## src/verilog/acc_pkg.sv

```systemverilog
// Constants for the converter control block: fields, codes and timing.
// Assumes one 25 MHz reference clock and an external comparator/DAC front end.
// Behaviour
// - Successive approximation gives an 8-bit unsigned code into the result register.
// - The reference is only the internal fixed voltage reference; no external pin.
// - Fourteen sources: twelve pins, temperature indicator, fixed reference output.
// - Channel select routes one source to the shared sample-and-hold; reserved codes 1100 and 1101 route none.
// - Conversion clock: system clock divided by 2,4,8,16,32,64, or RC oscillator.
// - Clock codes: 000 /2, 100 /4, 001 /8, 101 /16, 010 /32, 110 /64, x11 RC.
// - One bit period is one conversion clock; a conversion takes ten periods.
// - Divider clocks follow the system clock; only the RC source is independent.
// - Completion flag rises at every conversion end, regardless of its enable.
// - Flag lives in flag register, enable in enable register; only software clears.
// - Conversion continues in sleep only with the RC clock selected.
// - Completion during sleep wakes the device if its interrupt enable is set; next instruction executes first.
// - After wake, branch to service routine if global and peripheral enables set.
// - On completion clear start bit, set done flag, load result.
// - Start bit with enable begins conversion; early clear aborts, storing partial result.
// - Channel codes 0000-1011 pins, 1110 temperature, 1111 fixed reference.
// - With RC clock, wait one extra instruction cycle after start before converting.
package acc_pkg;
	localparam int          RES_W       = 8;
	localparam int          CHAN_W      = 4;
	localparam int          CSEL_W      = 3;
	localparam int          CONV_PERIODS = 10;
	localparam int          DIV_W       = 6;
	localparam logic [3:0]  CH_LAST_PIN = 4'hb;
	localparam logic [3:0]  CH_TEMP     = 4'he;
	localparam logic [3:0]  CH_FVR      = 4'hf;
	localparam int          NUM_SRC     = 14;
	localparam logic [1:0]  CSEL_RC_LOW = 2'h3;
	localparam int          INSTR_CYC   = 4;
	localparam logic [RES_W-1:0] RES_RST = 8'h00;
	// Divide ratio (half period in system clocks minus one) for each clock code
	function automatic logic [DIV_W-1:0] acc_half_div(input logic [CSEL_W-1:0] sel);
		case (sel)
			3'h0:    acc_half_div = 6'h00;
			3'h4:    acc_half_div = 6'h01;
			3'h1:    acc_half_div = 6'h03;
			3'h5:    acc_half_div = 6'h07;
			3'h2:    acc_half_div = 6'h0f;
			3'h6:    acc_half_div = 6'h1f;
			default: acc_half_div = 6'h00;
		endcase
	endfunction : acc_half_div
endpackage : acc_pkg

```

## src/verilog/acc_ctrl.sv

```systemverilog
// Converter control: start/abort, successive approximation, flag and sleep wake.
// Assumes an external DAC driven by o_dac_code and a comparator on i_cmp_high.
`timescale 1ns/1ps
`default_nettype none
module acc_ctrl (
	// Clock and reset
	input  wire logic                       i_ref_clk,
	input  wire logic                       i_arst_n,
	// Control bits
	input  wire logic                       i_converter_enable,
	input  wire logic                       i_go_set,
	input  wire logic                       i_go_clear,
	input  wire logic [acc_pkg::CHAN_W-1:0] i_channel_select,
	input  wire logic [acc_pkg::CSEL_W-1:0] i_conv_clock_select,
	input  wire logic                       i_flag_clear,
	input  wire logic                       i_conv_done_irq_enable,
	input  wire logic                       i_global_irq_enable,
	input  wire logic                       i_periph_irq_enable,
	input  wire logic                       i_sleep,
	// Analog side
	input  wire logic                       i_rc_clk,
	input  wire logic                       i_cmp_high,
	output logic [acc_pkg::NUM_SRC-1:0]     o_src_onehot,
	output logic                            o_src_valid,
	output logic                            o_ref_fixed_sel,
	output logic [acc_pkg::RES_W-1:0]       o_dac_code,
	output logic                            o_sample,
	// Status
	output logic                            o_go_busy,
	output logic [acc_pkg::RES_W-1:0]       o_conv_result,
	output logic                            o_conv_done_flag,
	output logic                            o_wake,
	output logic                            o_vector_isr
);
	import acc_pkg::*;
	typedef enum {ST_IDLE, ST_DELAY, ST_SAMPLE, ST_CONV, ST_TAIL} acc_state_t;
	acc_state_t        st_reg, st_next;
	logic [RES_W-1:0]  sar_reg, sar_next, bit_reg, bit_next, res_reg, res_next;
	logic [3:0]        per_reg, per_next;
	logic [1:0]        dly_reg, dly_next;
	logic              flag_reg, flag_next, busy_reg, busy_next;
	logic              cmp_reg;
	logic              tick, is_rc, run_ok, done, abort;
	assign is_rc  = (i_conv_clock_select[1:0] == CSEL_RC_LOW);
	assign run_ok = i_converter_enable && !(i_sleep && !is_rc);
	acc_clkgen u_clk (
		.i_ref_clk (i_ref_clk),
		.i_arst_n  (i_arst_n),
		.i_run     (busy_reg && run_ok),
		.i_sel     (i_conv_clock_select),
		.i_rc_clk  (i_rc_clk),
		.o_tick    (tick)
	);
	// Source routing: one-hot select, reserved codes route nothing
	always_comb begin
		o_src_onehot = '0;
		o_src_valid  = 1'b1;
		if (i_channel_select <= CH_LAST_PIN)
			o_src_onehot[i_channel_select] = 1'b1;
		else if (i_channel_select == CH_TEMP)
			o_src_onehot[NUM_SRC-2] = 1'b1;
		else if (i_channel_select == CH_FVR)
			o_src_onehot[NUM_SRC-1] = 1'b1;
		else
			o_src_valid = 1'b0;
	end
	assign o_ref_fixed_sel = 1'b1;
	assign o_dac_code      = sar_reg | bit_reg;
	assign o_sample        = (st_reg == ST_SAMPLE);
	assign o_go_busy       = busy_reg;
	assign o_conv_result   = res_reg;
	assign o_conv_done_flag = flag_reg;
	assign o_wake          = i_sleep && flag_reg && i_conv_done_irq_enable;
	assign o_vector_isr    = flag_reg && i_conv_done_irq_enable
		&& i_global_irq_enable && i_periph_irq_enable;
	assign abort = busy_reg && (i_go_clear || !run_ok);
	assign done  = (st_reg == ST_TAIL) && tick;
	// Sequencer: delay (RC only), sample period, eight bit trials, tail
	always_comb begin
		st_next   = st_reg;
		sar_next  = sar_reg;
		bit_next  = bit_reg;
		res_next  = res_reg;
		per_next  = per_reg;
		dly_next  = dly_reg;
		busy_next = busy_reg;
		flag_next = flag_reg && !i_flag_clear;
		case (st_reg)
			ST_IDLE: begin
				if (i_go_set && i_converter_enable) begin
					busy_next = 1'b1;
					sar_next  = '0;
					bit_next  = 8'h80;
					per_next  = '0;
					dly_next  = '0;
					st_next   = is_rc ? ST_DELAY : ST_SAMPLE;
				end
			end
			ST_DELAY: begin
				dly_next = dly_reg + 2'h1;
				if (dly_reg == 2'(INSTR_CYC - 1))
					st_next = ST_SAMPLE;
			end
			ST_SAMPLE: if (tick) begin
				per_next = per_reg + 4'h1;
				st_next  = ST_CONV;
			end
			ST_CONV: if (tick) begin
				per_next = per_reg + 4'h1;
				if (!cmp_reg)
					sar_next = sar_reg | bit_reg;
				bit_next = bit_reg >> 1;
				if (bit_reg == 8'h01)
					st_next = ST_TAIL;
			end
			ST_TAIL: if (tick) begin
				per_next = per_reg + 4'h1;
				res_next  = sar_reg;
				flag_next = 1'b1;
				busy_next = 1'b0;
				st_next   = ST_IDLE;
			end
			default: st_next = ST_IDLE;
		endcase
		if (abort && !done) begin
			// Unresolved bits copy the last converted bit, the one just above bit_reg
			res_next  = sar_reg | ((({bit_reg[RES_W-2:0], 1'b0} & sar_reg) != 8'h00)
				? (bit_reg | (bit_reg - 8'h01)) : 8'h00);
			busy_next = 1'b0;
			st_next   = ST_IDLE;
		end
	end
	// State registers; the comparator answers our own registered trial code, so it is
	// timed by this clock and one capture flop suffices: a second one would make the
	// divide-by-two bit period shorter than the trial loop
	always_ff @(posedge i_ref_clk or negedge i_arst_n) begin
		if (!i_arst_n) begin
			st_reg     <= ST_IDLE;
			sar_reg    <= '0;
			bit_reg    <= '0;
			res_reg    <= RES_RST;
			per_reg    <= '0;
			dly_reg    <= '0;
			flag_reg   <= 1'b0;
			busy_reg   <= 1'b0;
			cmp_reg    <= 1'b0;
		end else begin
			st_reg     <= st_next;
			sar_reg    <= sar_next;
			bit_reg    <= bit_next;
			res_reg    <= res_next;
			per_reg    <= per_next;
			dly_reg    <= dly_next;
			flag_reg   <= flag_next;
			busy_reg   <= busy_next;
			cmp_reg    <= i_cmp_high;
		end
	end
endmodule : acc_ctrl
`default_nettype wire

```

## src/verilog/acc_clkgen.sv

```systemverilog
// Conversion clock tick generator: system clock divider or synchronised RC clock.
// Assumes i_rc_clk is asynchronous; it is sampled through two flip-flops.
`timescale 1ns/1ps
`default_nettype none
module acc_clkgen (
	// Clock and reset
	input  wire logic                       i_ref_clk,
	input  wire logic                       i_arst_n,
	// Control
	input  wire logic                       i_run,
	input  wire logic [acc_pkg::CSEL_W-1:0] i_sel,
	input  wire logic                       i_rc_clk,
	// Tick at each bit period boundary
	output logic                            o_tick
);
	import acc_pkg::*;
	logic [DIV_W-1:0]  cnt_reg, cnt_next;
	logic              ph_reg, ph_next;
	logic [CSEL_W-1:0] sel_reg;
	logic [2:0]        rc_reg;
	logic              is_rc;
	assign is_rc = (i_sel[1:0] == CSEL_RC_LOW);
	// Divider counts half periods; a bit period is two half periods
	always_comb begin
		cnt_next = cnt_reg;
		ph_next  = ph_reg;
		o_tick   = 1'b0;
		if (!i_run || (i_sel != sel_reg)) begin
			cnt_next = '0;
			ph_next  = 1'b0;
		end else if (is_rc) begin
			o_tick = rc_reg[1] & ~rc_reg[2];
		end else if (cnt_reg == acc_half_div(i_sel)) begin
			cnt_next = '0;
			ph_next  = ~ph_reg;
			o_tick   = ph_reg;
		end else begin
			cnt_next = cnt_reg + 6'h01;
		end
	end
	// Registers; rc_reg[0] only feeds rc_reg[1]
	always_ff @(posedge i_ref_clk or negedge i_arst_n) begin
		if (!i_arst_n) begin
			cnt_reg <= '0;
			ph_reg  <= 1'b0;
			sel_reg <= '0;
			rc_reg  <= '0;
		end else begin
			cnt_reg <= cnt_next;
			ph_reg  <= ph_next;
			sel_reg <= i_sel;
			rc_reg  <= {rc_reg[1:0], i_rc_clk};
		end
	end
endmodule : acc_clkgen
`default_nettype wire

```

## config.mk

```make
export PLATFORM = sky130hd
export DESIGN_NAME = acc_ctrl
export DESIGN_NICKNAME = d
export VERILOG_FILES = /design/src/verilog/acc_pkg.sv /design/src/verilog/acc_ctrl.sv /design/src/verilog/acc_clkgen.sv
export SDC_FILE = /design/constraint.sdc
export NUM_CORES = 1
export LEC_CHECK = 0
export BUFFER_PORTS_ARGS = -buffer_cell sky130_fd_sc_hd__buf_2
export CAP_MARGIN = 25
export CORE_ASPECT_RATIO = 0.6
export CORE_MARGIN = 8
export CORE_UTILIZATION = 58
export CTS_BUF_LIST = sky130_fd_sc_hd__clkbuf_16
export DETAILED_ROUTE_END_ITERATION = 12
export PLACE_DENSITY_LB_ADDON = 0.05
export SKIP_CTS_REPAIR_TIMING = 1
export SYNTH_ARGS = -nofsm -noshare
export SYNTH_HDL_FRONTEND = slang
export SYNTH_HIERARCHICAL = 1
export SYNTH_SLANG_ARGS = --single-unit
```

## constraint.sdc

```tcl
create_clock -name i_ref_clk -period 6 [get_ports i_ref_clk]
set_clock_uncertainty 0.2 [all_clocks]
set_input_delay 0.9 -clock i_ref_clk [delete_from_list [all_inputs] [get_ports i_ref_clk]]
set_output_delay 0.9 -clock i_ref_clk [all_outputs]
set_load 0.01 [all_outputs]
```

## Word-level counts from Yosys, hierarchy flattened

Cells that the tools add are included.

| storage, ports and cells | value |
|---|---|
| register bits | 74 |
| input port bits | 19 |
| output and inout bits | 37 |
| logic and storage cells | 139 |

| operators by class | value |
|---|---|
| add/subtract/negate cells | 3 |
| $lt $le $gt $ge | 3 |
| equal/unequal tests | 28 |
| mux-type cells | 49 |
| bitwise logic cells | 7 |
| reductions and logical operators | 37 |

Operators by type and width:

| kind | number |
|---|---|
| 2-to-1 mux 32 bit | 7 |
| one-hot mux 32 bit (5 select lines) | 1 |
| 2-to-1 mux 8 bit | 9 |
| equality test 32 x 2 -> 1 bit, second input constant | 2 |
| equality test 32 x 3 -> 1 bit, second input constant | 2 |
| equality test 32 x 1 -> 1 bit, second input constant | 1 |
| equality test 32 x 4 -> 1 bit, second input constant | 1 |
| zero test 32 bit | 1 |
| one-hot mux 8 bit (2 select lines) | 2 |
| 2-to-1 mux 6 bit | 5 |
| one-hot mux 5 bit (5 select lines) | 1 |
| OR 8 bit | 3 |
| != test 3 bit, second input constant | 6 |
| 2-to-1 mux 1 bit | 17 |
| logical AND 1 bit | 14 |
| 2-to-1 mux 12 bit | 1 |
| nonzero test 2 bit | 5 |
| equality test 3 bit, second input constant | 3 |
| bitwise AND 8 bit | 1 |
| equality test 4 bit, second input constant | 2 |
| equality test 8 x 1 -> 1 bit, second input constant | 1 |
| nonzero test 8 bit | 1 |
| subtractor 8 x 1 -> 8 bit, second input constant | 1 |
| adder 6 x 1 -> 6 bit, second input constant | 1 |
| 24 further kinds | 39 |

## Depth between registers and ports, before layout

| depth | value |
|---|---|
| depth after elaboration | 18 |
| gate-level depth with buffers | 11 |
| gate-level depth less buffers | 9 |

## Hierarchy

The synthesis kept the hierarchy.

By module, submodules not included:

| module | instances | cells each | area each (µm²) | seq. area each (µm²) |
|---|---|---|---|---|
| acc_ctrl | 1 | 196 | 1843.0 | 800.8 |
| acc_clkgen | 1 | 78 | 719.4 | 325.3 |

## Worst setup path after synthesis

OpenSTA, ideal clock, no wires.

| timing | value |
|---|---|
| path kind | input-to-reg |
| start point | input port i_conv_clock_select[2] in the netlist's numbering |
| end point | register sar_reg[0] |
| setup time | 125 ps |
| data arrival time | 3106 ps |
| data required time | 5675 ps |
| slack | 2570 ps |
| cell stages on the path | 11 |
| buffers on the path | 2 |
| cells stage by stage | buf_6 xor2_1 or3_1 a21o_1 nor4_1 o21a_1 nand3_1 a21o_1 buf_6 a21oi_4 mux2_2 |

| between the ends | value |
|---|---|
| longest elaborated chain between the ends | 10 |
| elaborated cells on any way between the ends | 16 |
| classes of those cells | 8 x eq/ne; 6 x mux; 2 x reduce/logical |

Ends and longest elaborated chain:

| item | RTL line | RTL |
|---|---|---|
| start, declared | acc_ctrl.sv:14 | `input wire logic [acc_pkg::CSEL_W-1:0] i_conv_clock_select,` |
| equality test 3 bit, or another cell as far along | acc_pkg.sv:36 | `case (sel)` |
| one-hot mux 5 bit (5 select lines) | acc_pkg.sv:36 |  |
| 2-to-1 mux 6 bit | acc_clkgen.sv:31 | `end else if (is_rc) begin` |
| 2-to-1 mux 6 bit | acc_clkgen.sv:28 | `if (!i_run \|\| (i_sel != sel_reg)) begin` |
| equality test 6 bit | acc_clkgen.sv:33 | `end else if (cnt_reg == acc_half_div(i_sel)) begin` |
| 2-to-1 mux 1 bit | acc_clkgen.sv:33 |  |
| 2-to-1 mux 1 bit | acc_clkgen.sv:31 |  |
| 2-to-1 mux 1 bit (*) | acc_clkgen.sv:28 |  |
| via tick | acc_ctrl.sv:43 | `logic tick, is_rc, run_ok, done, abort;` |
| != test 2 bit (no source line) (*) | -- |  |
| AND reduction 4 bit (no source line) (*) | -- |  |
| end signal, assigned | acc_ctrl.sv:149 | `sar_reg <= sar_next;` |
| end, declared | acc_ctrl.sv:38 | `logic [RES_W-1:0] sar_reg, sar_next, bit_reg, bit_next, res_reg, res_next;` |

The timed path passes the listed nets; every way through them passes the cells marked *. The select of a mux whose other input is x is not followed.
A chain may end at the register's enable or synchronous reset.

## Final worst setup path

Ends and elaborated chain as after synthesis.

==> flow_summary.json <==
{
  "grt_pass1_wl_um": 10200,
  "cp-end-kind": "register",
  "reg2reg_depth": 9,
  "synth_edf_count": 0,
  "final_cell_mix": "buf_2 (54), dfrtp_1 (45), nor2_1 (24), nand2_1 (18), o21ai_0 (15)",
  "synthXorXnorAreaFrac_pct": 2.73,
  "gp_congestion": 0.881,
  "die-area_mm2": 0.00687,
  "maxCapViolCount": 0,
  "synth-seq-cells": 45,
  "clk_latency_ns": 0.28,
  "cts_root_buf": "clkbuf_16",
  "synthTopCellsByArea": "dfrtp_1 (44%), mux2_2 (3.5%), nor2_1 (3.5%)",
  "tritoncts": "yes",
  "numClockSinks": 45,
  "synth_fa_ha_area_share_pct": 0.977,
  "cts_buffer_depth": 2,
  "grt_pass1_vias": 1965,
  "num_vias": 2264,
  "r2r-start": "u_clk/cnt_reg[0]$_DFFE_PN0P_",
  "cp.required_ns": 5.96,
  "synth_cell_types": 51,
  "synth_top_family_by_area": "simple AND/OR/NAND/NOR gates",
  "synthFlopType": "dfrtp_1",
  "first_iter_violations": 194,
  "yosys_warnings": 6,
  "hold_viol_final": 0,
  "endpoint": "sar_reg[0]$_DFFE_PN0P_",
  "grt_antenna_before_repair": 0,
  "wl_per_cell_um": 16.6,
  "synth_area_per_cell_um2": 9.35,
  "coreArea_mm2": 0.00417,
  "finalSetupViolations": 0,
  "fill_cells": 326,
  "rsz0062_at_grt": "no",
  "clk_pin_slew_ns": 0.06,
  "cts_inserted_buffers": 5,
  "synth_compound_area_share_pct": 18.8,
  "drt-total-wl_um": 6330,
  "fin_area_mm2": 0.00301,
  "timing.rr.end": "sar_reg[0]$_DFFE_PN0P_",
  "syn2layout_area_growth_pct": 17.3,
  "gr-total-overflow": 0,
  "syn_inst": 274,
  "slew-limit-headroom_pct": 55.8,
  "regToRegSetupSlack_ns": 2.79,
  "first_pass_iters": 5,
  "slew_viol_final": 0,
  "worst_slew_pin_slew_ns": 0.657,
  "crit_arrival_ns": 3.46,
  "synth_fp_nets": 295,
  "ioPinCount": 56,
  "fmax_ghz": 0.286,
  "grtUsageTotal_pct": 18.7,
  "grt_max_degree": 46,
  "ant_nets": 0,
  "crit_fanout": 10,
  "portBuffers": 54,
  "dp_slack_ns": 2.24,
  "place_hpwl_um": 4760,
  "ys_seq_area_share_pct": 43.9,
  "synthArstFlopShare_pct": 100,
  "synthMuxAreaShare_pct": 3.52,
  "die_width_um": 102,
  "fin_util_pct": 72.2,
  "synth_top_cell_area_share_pct": 43.9,
  "irDropWorstVdd_mv": 0.173,
  "syn_area_mm2": 0.00256,
  "fin_setup_tns_ns": 0,
  "crit_path_start_kind": "input pin",
  "drc": 0,
  "start_util_pct": 61.5,
  "drive_above_1_share_pct": 27.6,
  "fp-row-count": 18,
  "power_leakage_nw": 1.42,
  "fin_crit_ns": 3.50,
  "cts_max_level": 2,
  "placedInstanceArea_mm2": 0.00282,
  "viasPerCell": 5.93,
  "fin_ws_ns": 2.50,
  "layoutNonFillerInstCount": 382,
  "nNetsFinal": 342,
  "yosys.area.top_type": "dfrtp_1",
  "status": "finished, final reports clean",
  "fin_crit_sh_pct": 58.3,
  "synthSimpleGateAreaFrac_pct": 24.2,
  "placedCellCount": 373,
  "powerDensity_mw_per_mm2": 292,
  "startpoint": "i_conv_clock_select[2]",
  "path_class": "input pin to register",
  "antenna_cells": 0,
  "hold_class": "register to register",
  "die_y_um": 67.5,
  "layout_commonest_cell": "buf_2"
}
Yosys cell counts (6+ instances only):
library cell	instances
inv_1	13
nor3_1	9
a21oi_1	11
nor2_1	24
dfrtp_1	45
nand3_1	6
a31oi_1	7
o221ai_1	6
o21ai_0	15
or2_2	11
buf_2	7
nor2b_1	10
mux2_2	8
nand2_1	18
a22o_1	7
area by class of cell:
| cell class | instances | area, um^2 | share of cell area (%) |
|---|---|---|---|
| Clock buffer | 5 | 125 | 4.16 |
| Clock inverter | 3 | 41.3 | 1.37 |
| Inverter | 14 | 52.6 | 1.75 |
| Multi-Input combinational cell | 199 | 1290 | 42.9 |
| Sequential cell | 45 | 1130 | 37.5 |
| Tap cell | 60 | 75.1 | 2.50 |
| Timing Repair Buffer | 56 | 298 | 9.90 |
worst max-delay path, cell delays in order:
cell and delay, ns:
buf_2 0.16, xor2_1 0.16, or3_1 0.32, a21o_1 0.21, nor4_1 0.27, o21a_1 0.32
nand3_1 0.11, a21o_1 0.30, a21oi_4 0.33, mux2_2 0.38
where the power goes:
part           total, mW  internal [mW]  switching [mW]
logic              0.201         0.0852           0.116
clock network      0.309          0.195           0.114
registers          0.368          0.331          0.0368
total              0.877          0.611           0.266
routing by layer:
layer	GRT usage (%)	wire (um)	up-vias
met5	0	0	-
met3	6.46	791	8
met4	2.90	30	0
met1	28.9	3110	1064
met2	24.4	2400	110
li1	-	-	1082
metrics by stage:
stage                     hold slack [ns]  power [mW]
after floorplan                     0.131       0.510
after global placement              0.134       0.567
after detailed placement            0.137       0.571
after CTS                           0.151       0.879
after global routing                0.164       0.921
final                               0.148       0.877
cell families after synthesis:
logic type      Yosys count
flops                    45
compound gates           68
other cells               1
xor+xnor                  8
fa+ha+maj                 2
simple gates            112
buf+inv                  30
mux                       8
worst min path at each step:
stage	start	end	slack, ns	cells after the start
floorplan	u_clk/rc_reg[0]$_DFF_PN0_	u_clk/rc_reg[1]$_DFF_PN0_	0.13	0
global placement	u_clk/rc_reg[0]$_DFF_PN0_	u_clk/rc_reg[1]$_DFF_PN0_	0.13	0
detailed placement	u_clk/rc_reg[0]$_DFF_PN0_	u_clk/rc_reg[1]$_DFF_PN0_	0.14	0
CTS	u_clk/rc_reg[0]$_DFF_PN0_	u_clk/rc_reg[1]$_DFF_PN0_	0.15	0
global route	u_clk/rc_reg[0]$_DFF_PN0_	u_clk/rc_reg[1]$_DFF_PN0_	0.16	0
finish	u_clk/rc_reg[0]$_DFF_PN0_	u_clk/rc_reg[1]$_DFF_PN0_	0.15	0
Note: power is estimated with default switching activity, not from simulation.
